[config.mk]
export PLATFORM = sky130hd
export DESIGN_NAME = motion_macro_command_unit
export DESIGN_NICKNAME = d
export VERILOG_FILES = /design/src/rtl/macro_cmd_pkg.sv /design/src/rtl/motion_macro_command_unit.sv
export VERILOG_INCLUDE_DIRS = /design/src /design/src/rtl
export SDC_FILE = /design/constraint.sdc
export NUM_CORES = 1
export LEC_CHECK = 0
export BUFFER_PORTS_ARGS = -buffer_cell sky130_fd_sc_hd__buf_2
export CAP_MARGIN = 25
export CORE_MARGIN = 2
export CORE_UTILIZATION = 57
export CTS_CLUSTER_DIAMETER = 80
export DETAILED_ROUTE_END_ITERATION = 8
export GPL_TIMING_DRIVEN = 0
export PLACE_DENSITY = 0.8
export SETUP_SLACK_MARGIN = 0.2
export SKIP_LAST_GASP = 1
export SLEW_MARGIN = 20
export SYNTH_ARGS = -nofsm -noshare
export SYNTH_HDL_FRONTEND = slang
export SYNTH_SLANG_ARGS = --single-unit
export TNS_END_PERCENT = 1
[constraint.sdc]
create_clock -name clock -period 3.1 [get_ports clock]
set_input_delay 0 -clock clock [delete_from_list [all_inputs] [get_ports clock]]
set_output_delay 0 -clock clock [all_outputs]
set_load 0.03 [all_outputs]
[src/rtl/macro_cmd_params.svh]
// register offsets, field positions, reset values and codes of the macro command unit
`ifndef MACRO_CMD_PARAMS_SVH
`define MACRO_CMD_PARAMS_SVH
// --------------------------------------------------------------------------
// register indices (printed offsets; byte address is four times the index)
// --------------------------------------------------------------------------
`define IDX_ARG3        16'h05bc
`define IDX_ARG2        16'h05be
`define IDX_ARG1        16'h05c0
`define IDX_CMD         16'h05c2
`define IDX_CTRL        16'h0600
`define IDX_CAM_LIMIT   16'h0601
`define IDX_CAM_PULSES  16'h0602
`define IDX_IRQ_STATUS  16'h0603
`define IDX_IRQ_MASK    16'h0604
// --------------------------------------------------------------------------
// reset values and codes
// --------------------------------------------------------------------------
`define CMD_RESET       16'h0100
`define CMD_MAX         16'h0999
`define CODE_SYNC_OFF   16'h0000
`define CODE_SYNC_ON    16'h0001
`define CODE_CAM_PULSE  16'h0005
`define OK_NIBBLE       4'h1
`define FAIL_ILLEGAL    16'hf001
`define FAIL_CAPTURE_ON 16'hf002
`define FAIL_COMPARE_ON 16'hf003
`define FAIL_ADDR_CLASH 16'hf004
`define FAIL_CAM_LIMIT  16'hf005
// --------------------------------------------------------------------------
// control register fields
// --------------------------------------------------------------------------
`define CTRL_CAPTURE    0
`define CTRL_COMPARE    1
`define CTRL_SYNC       2
`define CTRL_SRC_LO     4
`define CTRL_SRC_HI     7
// --------------------------------------------------------------------------
// interrupt status bits
// --------------------------------------------------------------------------
`define IRQ_DONE        0
`define IRQ_FAIL        1
`endif

[src/rtl/macro_cmd_pkg.sv]
// types of the macro command unit
package macro_cmd_pkg;
  typedef enum logic [1:0] {
    st_idle,
    st_exec
  } state_e;
endpackage

[src/rtl/motion_macro_command_unit.sv]
// macro command interpreter with argument, control and interrupt registers
//
// Our own choice: the address-and-strobe port.
`timescale 1ns/1ps
`include "macro_cmd_params.svh"
// Notes on behaviour
// - writing a code up to 0999h to the command register starts its execution
// - success reads back the executed code with top nibble 1
// - a failed command reads back F in the top nibble plus a cause
// - an illegal code reads back an F failure value and does nothing
// - code 0000h stops sync correction of the capture sync axis
// - code 0000h also turns capture and compare off
// - code 0000h keeps capture source selection, which stays writable
// - code 0001h starts sync correction
// - code 0001h takes argument 1 as first compare point coordinate
// - successful 0001h turns on capture, compare and sync correction
// - 0001h fails with F002h when capture is already on
// - 0001h fails with F003h when compare is already on
// - 0001h fails with F004h when capture and compare array addresses clash
// - code 0005h writes the master pulses per cam cycle into argument 2
// - code 0005h fails with F005h when that count exceeds the cam limit
// - argument registers hold full signed 32-bit values
module motion_macro_command_unit #(
  parameter int ADDR_W = 16
) (
  // clock, reset, enable
  input  wire logic              clock,
  input  wire logic              rst,
  input  wire logic              clk_en,
  // register port
  input  wire logic [ADDR_W-1:0] addr,
  input  wire logic [31:0]       wdata,
  input  wire logic              wr,
  input  wire logic              rd,
  output logic      [31:0]       rdata,
  // engine status inputs
  input  wire logic              array_clash,
  input  wire logic [31:0]       cam_cycle_pulses,
  // engine controls
  output logic                   capture_en,
  output logic                   compare_en,
  output logic                   sync_corr_en,
  output logic      [3:0]        capture_src,
  output logic      [31:0]       first_compare_point,
  // interrupt
  output logic                   irq
);

  // ------------------------------------------------------------------------
  // register state
  // ------------------------------------------------------------------------
  logic signed [31:0]    arg1_q, arg2_q, arg3_q;
  logic [15:0]           cmd_q;
  logic [15:0]           pend_q;
  logic [31:0]           limit_q;
  logic [1:0]            stat_q, mask_q;
  macro_cmd_pkg::state_e state_q;
  logic                  done_ev, fail_ev;
  logic [15:0]           result_d;
  logic                  cam_wr;

  function automatic logic hit(input logic [ADDR_W-1:0] a, input logic [15:0] idx);
    hit = (a == idx[ADDR_W-1:0]);
  endfunction

  // ------------------------------------------------------------------------
  // command decode
  // ------------------------------------------------------------------------
  always_comb begin
    result_d = {`OK_NIBBLE, pend_q[11:0]};
    cam_wr   = 1'b0;
    case (pend_q)
      `CODE_SYNC_OFF: result_d = {`OK_NIBBLE, pend_q[11:0]};
      `CODE_SYNC_ON: begin
        if (capture_en)
          result_d = `FAIL_CAPTURE_ON;
        else if (compare_en)
          result_d = `FAIL_COMPARE_ON;
        else if (array_clash)
          result_d = `FAIL_ADDR_CLASH;
      end
      `CODE_CAM_PULSE: begin
        if (cam_cycle_pulses > limit_q)
          result_d = `FAIL_CAM_LIMIT;
        else
          cam_wr = 1'b1;
      end
      default: result_d = `FAIL_ILLEGAL;
    endcase
  end

  // ------------------------------------------------------------------------
  // sequencer: one cycle to take, one to execute
  // ------------------------------------------------------------------------
  always_ff @(posedge clock) begin
    if (rst) begin
      state_q <= macro_cmd_pkg::st_idle;
      pend_q  <= 16'h0000;
    end else if (clk_en) begin
      case (state_q)
        macro_cmd_pkg::st_idle: begin
          if (wr && hit(addr, `IDX_CMD)) begin
            pend_q  <= wdata[15:0];
            state_q <= macro_cmd_pkg::st_exec;
          end
        end
        macro_cmd_pkg::st_exec: state_q <= macro_cmd_pkg::st_idle;
        default: state_q <= macro_cmd_pkg::st_idle;
      endcase
    end
  end

  assign done_ev = (state_q == macro_cmd_pkg::st_exec) && (result_d[15:12] == `OK_NIBBLE);
  assign fail_ev = (state_q == macro_cmd_pkg::st_exec) && (result_d[15:12] != `OK_NIBBLE);

  // command register: result holds until the next command write
  always_ff @(posedge clock) begin
    if (rst)
      cmd_q <= `CMD_RESET;
    else if (clk_en && state_q == macro_cmd_pkg::st_exec)
      cmd_q <= result_d;
  end

  // ------------------------------------------------------------------------
  // arguments
  // ------------------------------------------------------------------------
  always_ff @(posedge clock) begin
    if (rst) begin
      arg1_q <= 32'sh0;
      arg2_q <= 32'sh0;
      arg3_q <= 32'sh0;
    end else if (clk_en) begin
      if (wr && hit(addr, `IDX_ARG1))
        arg1_q <= wdata;
      if (wr && hit(addr, `IDX_ARG3))
        arg3_q <= wdata;
      if (cam_wr && state_q == macro_cmd_pkg::st_exec)
        arg2_q <= cam_cycle_pulses;
      else if (wr && hit(addr, `IDX_ARG2))
        arg2_q <= wdata;
    end
  end

  always_ff @(posedge clock) begin
    if (rst)
      limit_q <= 32'h0;
    else if (clk_en && wr && hit(addr, `IDX_CAM_LIMIT))
      limit_q <= wdata;
  end

  // ------------------------------------------------------------------------
  // engine controls
  // ------------------------------------------------------------------------
  always_ff @(posedge clock) begin
    if (rst) begin
      capture_en          <= 1'b0;
      compare_en          <= 1'b0;
      sync_corr_en        <= 1'b0;
      capture_src         <= 4'h0;
      first_compare_point <= 32'h0;
    end else if (clk_en) begin
      // software may still drive capture and compare directly
      if (wr && hit(addr, `IDX_CTRL)) begin
        capture_en   <= wdata[`CTRL_CAPTURE];
        compare_en   <= wdata[`CTRL_COMPARE];
        sync_corr_en <= wdata[`CTRL_SYNC];
        capture_src  <= wdata[`CTRL_SRC_HI:`CTRL_SRC_LO];
      end
      if (state_q == macro_cmd_pkg::st_exec && pend_q == `CODE_SYNC_OFF) begin
        sync_corr_en <= 1'b0;
        capture_en   <= 1'b0;
        compare_en   <= 1'b0;
      end
      if (done_ev && pend_q == `CODE_SYNC_ON) begin
        sync_corr_en        <= 1'b1;
        capture_en          <= 1'b1;
        compare_en          <= 1'b1;
        first_compare_point <= arg1_q;
      end
    end
  end

  // ------------------------------------------------------------------------
  // interrupts: set wins over read-clear
  // ------------------------------------------------------------------------
  always_ff @(posedge clock) begin
    if (rst) begin
      stat_q <= 2'h0;
      mask_q <= 2'h0;
    end else if (clk_en) begin
      if (wr && hit(addr, `IDX_IRQ_MASK))
        mask_q <= wdata[1:0];
      stat_q <= ((rd && hit(addr, `IDX_IRQ_STATUS)) ? 2'h0 : stat_q) | {fail_ev, done_ev};
    end
  end

  always_ff @(posedge clock) begin
    if (rst)
      irq <= 1'b0;
    else if (clk_en)
      irq <= |(stat_q & mask_q);
  end

  // ------------------------------------------------------------------------
  // read port
  // ------------------------------------------------------------------------
  always_ff @(posedge clock) begin
    if (rst)
      rdata <= 32'h0;
    else if (clk_en) begin
      rdata <= 32'h0;
      if (rd) begin
        if (hit(addr, `IDX_ARG1))
          rdata <= arg1_q;
        else if (hit(addr, `IDX_ARG2))
          rdata <= arg2_q;
        else if (hit(addr, `IDX_ARG3))
          rdata <= arg3_q;
        else if (hit(addr, `IDX_CMD))
          rdata <= {16'h0, cmd_q};
        else if (hit(addr, `IDX_CTRL))
          rdata <= {24'h0, capture_src, 1'b0, sync_corr_en, compare_en, capture_en};
        else if (hit(addr, `IDX_CAM_LIMIT))
          rdata <= limit_q;
        else if (hit(addr, `IDX_CAM_PULSES))
          rdata <= cam_cycle_pulses;
        else if (hit(addr, `IDX_IRQ_STATUS))
          rdata <= {30'h0, stat_q};
        else if (hit(addr, `IDX_IRQ_MASK))
          rdata <= {30'h0, mask_q};
      end
    end
  end

endmodule

==> impl_metrics.json <==
{
  "arrival_ns": 3.34,
  "clock-sinks": 235,
  "stdcell_area_um2": 13300,
  "netlist_area_um2": 10700,
  "drv_slew": 0,
  "hpwlAfterDp_mm": 24.6,
  "synth-seq-cells": 235,
  "dp.cells": 1692,
  "rsz0062_at_grt": "true",
  "die_y_um": 141,
  "synthDistinctLibCells": 54,
  "synth_xor_area_share_pct": 0,
  "layout-drive-gt1-share_pct": 17.8,
  "gr-total-overflow": 0,
  "synth_top_cell_by_area": "dfxtp_1",
  "setup_violations": 0,
  "grt_pass1_wl_mm": 54.6,
  "postSynth.asyncResetShare_pct": 0,
  "synth_top_family_by_area": "compound AO/OA/AOI/OAI gates",
  "critPathRequiredTime_ns": 3.54,
  "ant_nets": 0,
  "powerDensity_nw_per_um2": 488,
  "cp-start-kind": "register",
  "synth_fa_ha_area_share_pct": 3.75,
  "fmax_mhz": 345,
  "wl_per_cell_um": 19.6,
  "synthMuxAreaShare_pct": 3.56,
  "clk-insertion-delay-late_ns": 0.53,
  "area_growth_pct": 24.7,
  "yosysWarnings": 0,
  "via_per_inst": 6.13,
  "fin_skew_ns": 0.0185,
  "path_clk_slew_ns": 0.06,
  "cts_buffers": 24,
  "fin_crit_sh_pct": 93.5,
  "vias": 11051,
  "vdd_drop_max_v": 0.000376,
  "end_kind": "register",
  "synth_compound_area_share_pct": 22.4,
  "die-area_um2": 19800,
  "first_iter_violations": 1407,
  "leakage_nw": 4.98,
  "grt.total_usage_pct": 34.6,
  "critPathKind": "register to register",
  "drt-total-wl_mm": 35.4,
  "hold_viol_final": 0,
  "synth_nets": 1421,
  "post-route-min-period_ns": 2.90,
  "worstSetupStartpoint": "pend_q[15]",
  "place_congestion": 0.914,
  "place_area_um2": 11700,
  "postSynthCellCount": 1303,
  "worstMarginPinSlew_ns": 1.06,
  "ys_top_cells_by_area": "dfxtp_1 (44%), nand2_1 (13%), a21oi_1 (9.3%), a211oi_2 (3.8%), ha_1 (3.8%)",
  "reg2reg_from": "pend_q[15]",
  "ioPinCount": 158,
  "drc": 0,
  "port_buffers": 155,
  "ys.flop_type": "dfxtp_1",
  "hold_start": "addr[1]",
  "synth-edff-count": 0,
  "dr.pass1.iters": 8,
  "rows": 50,
  "cp_max_fo": 10,
  "core-area_um2": 18500,
  "grt_max_degree": 14,
  "htree_levels": 1,
  "cts_buffer_depth": 3,
  "grt_pass1_vias": 10447,
  "root_buffer": "clkbuf_16",
  "fp.dieW_um": 141,
  "cts_tree": "done",
  "final_nets": 1670,
  "start_util_pct": 57.6,
  "antenna_found_initial": 0,
  "status": "completed",
  "synth_top_area_share_pct": 44.1,
  "ys_seq_area_share_pct": 44.1,
  "slew_headroom_pct": 28.7,
  "tns_ns": 0,
  "drv_cap": 0,
  "yosys.area_share.simple_pct": 20.3,
  "hold_path_class": "input pin to register",
  "syn_area_per_cell_um2": 8.19,
  "fin_cells": 1803
}
==> worst paths after layout <==
kind	endpoint	slack [ns]	cells after the start
setup reg to reg	first_compare_point[28]	0.20	7
hold reg to reg	first_compare_point[3]	0.45	2
hold / removal	mask_q[1]	0.03	4
setup / recovery	first_compare_point[28]	0.20	7
==> report_power, final <==
group / internal (mW) / switching (mW) / total, mW
clock: 1.88 / 1.19 / 3.06
combinational: 0.151 / 0.255 / 0.406
sequential: 3.02 / 0.000316 / 3.02
total: 5.05 / 1.44 / 6.49
==> synth_stat cells, drive strengths merged, types with 2 or more instances <==
master / instances
nand4: 11
or2: 2
and4: 2
a221o: 12
clkbuf: 61
nor2: 79
a221oi: 9
o22ai: 2
and2: 13
a211oi: 35
ha: 32
o211ai: 13
nor4: 9
a22oi: 12
buf: 34
a31oi: 22
or3: 2
mux2i: 38
nor2b: 8
nand2: 356
a222oi: 29
nor3: 11
nand3b: 2
inv: 38
o21ai: 9
a22o: 2
nor3b: 2
dfxtp: 235
nand3: 7
nand2b: 2
a21oi: 200
==> state kept, by name, indices dropped and copies added (netlist names) <==
register             cells
first_compare_point     32
capture_en               1
limit_q                 32
pend_q                  16
cmd_q                   14
compare_en               1
capture_src              4
stat_q                   2
irq                      1
rdata                   32
arg3_q                  32
arg2_q                  32
sync_corr_en             1
arg1_q                  32
mask_q                   2
state_q                  1
==> cell type report <==
class | count | area, um^2
Sequential cell | 235 | 4700
Clock inverter | 7 | 135
Clock buffer | 35 | 693
Antenna cell | 1 | 2.50
Fill cell | 1420 | 5200
Tap cell | 234 | 293
Multi-Input combinational cell | 934 | 5400
Inverter | 39 | 146
Timing Repair Buffer | 223 | 1450
Buffer | 95 | 488
==> worst max-delay path: stages (launching register included) <==
cell	delay (ns)
dfxtp_1	0.31
nor4_1	0.45
nand4_1	0.39
or2_2	0.45
nor4_4	0.41
clkbuf_1	0.50
nand2_1	0.14
a21oi_1	0.16
==> metrics by stage <==
stage          power, mW  hold slack [ns]  setup WS [ns]  utilization [%]
2_1_floorplan       3.22            0.136          0.621                -
3_3_place_gp        3.40            0.277          0.155             63.4
3_5_place_dp        3.40            0.285          0.130             63.4
4_1_cts             6.46           0.0276          0.233             71.5
5_1_grt             6.62           0.0647          0.178             71.9
6_report            6.49           0.0322          0.201             71.9
==> routing by layer <==
layer,track usage (%),share of wire [%],wire length [um]
met3,6.05,12,4320
met2,55.9,45,15900
met4,14.4,4.1,1450
met1,45.9,39,13700
met5,0,0,0
==> cells by family (layout without fill, tap and decap cells) <==
kind of cell	count (synthesis)	count (layout)
and+or+nand+nor	512	512
AOI/OAI and AO/OA	352	352
DFF	235	235
buffers and inverters	134	399
muxes	38	38
adders and majority gates	32	32
other	0	1
==> timing repair <==
action                                  in CTS  in global routing
gates resized for setup                      1                 12
hold endpoints to repair                   157                  0
hold buffers                                66                  0
buffers inserted                             0                  2
endpoints found under the setup margin      10                 38
pin swaps                                    0                  3
==> cell usage in the layout, fill, tap and decap left out, types with 25 or more instances in the layout <==
| cell | count |
|---|---|
| dlygate4sd3_1 | 66 |
| nand2_1 | 356 |
| dfxtp_1 | 235 |
| a21oi_1 | 199 |
| a211oi_2 | 32 |
| buf_2 | 172 |
| ha_1 | 31 |
| mux2i_1 | 36 |
| clkbuf_1 | 67 |
| nor2_1 | 78 |
| a222oi_1 | 29 |
| clkbuf_16 | 25 |
| inv_1 | 38 |
(Power assumes the default switching activity.)
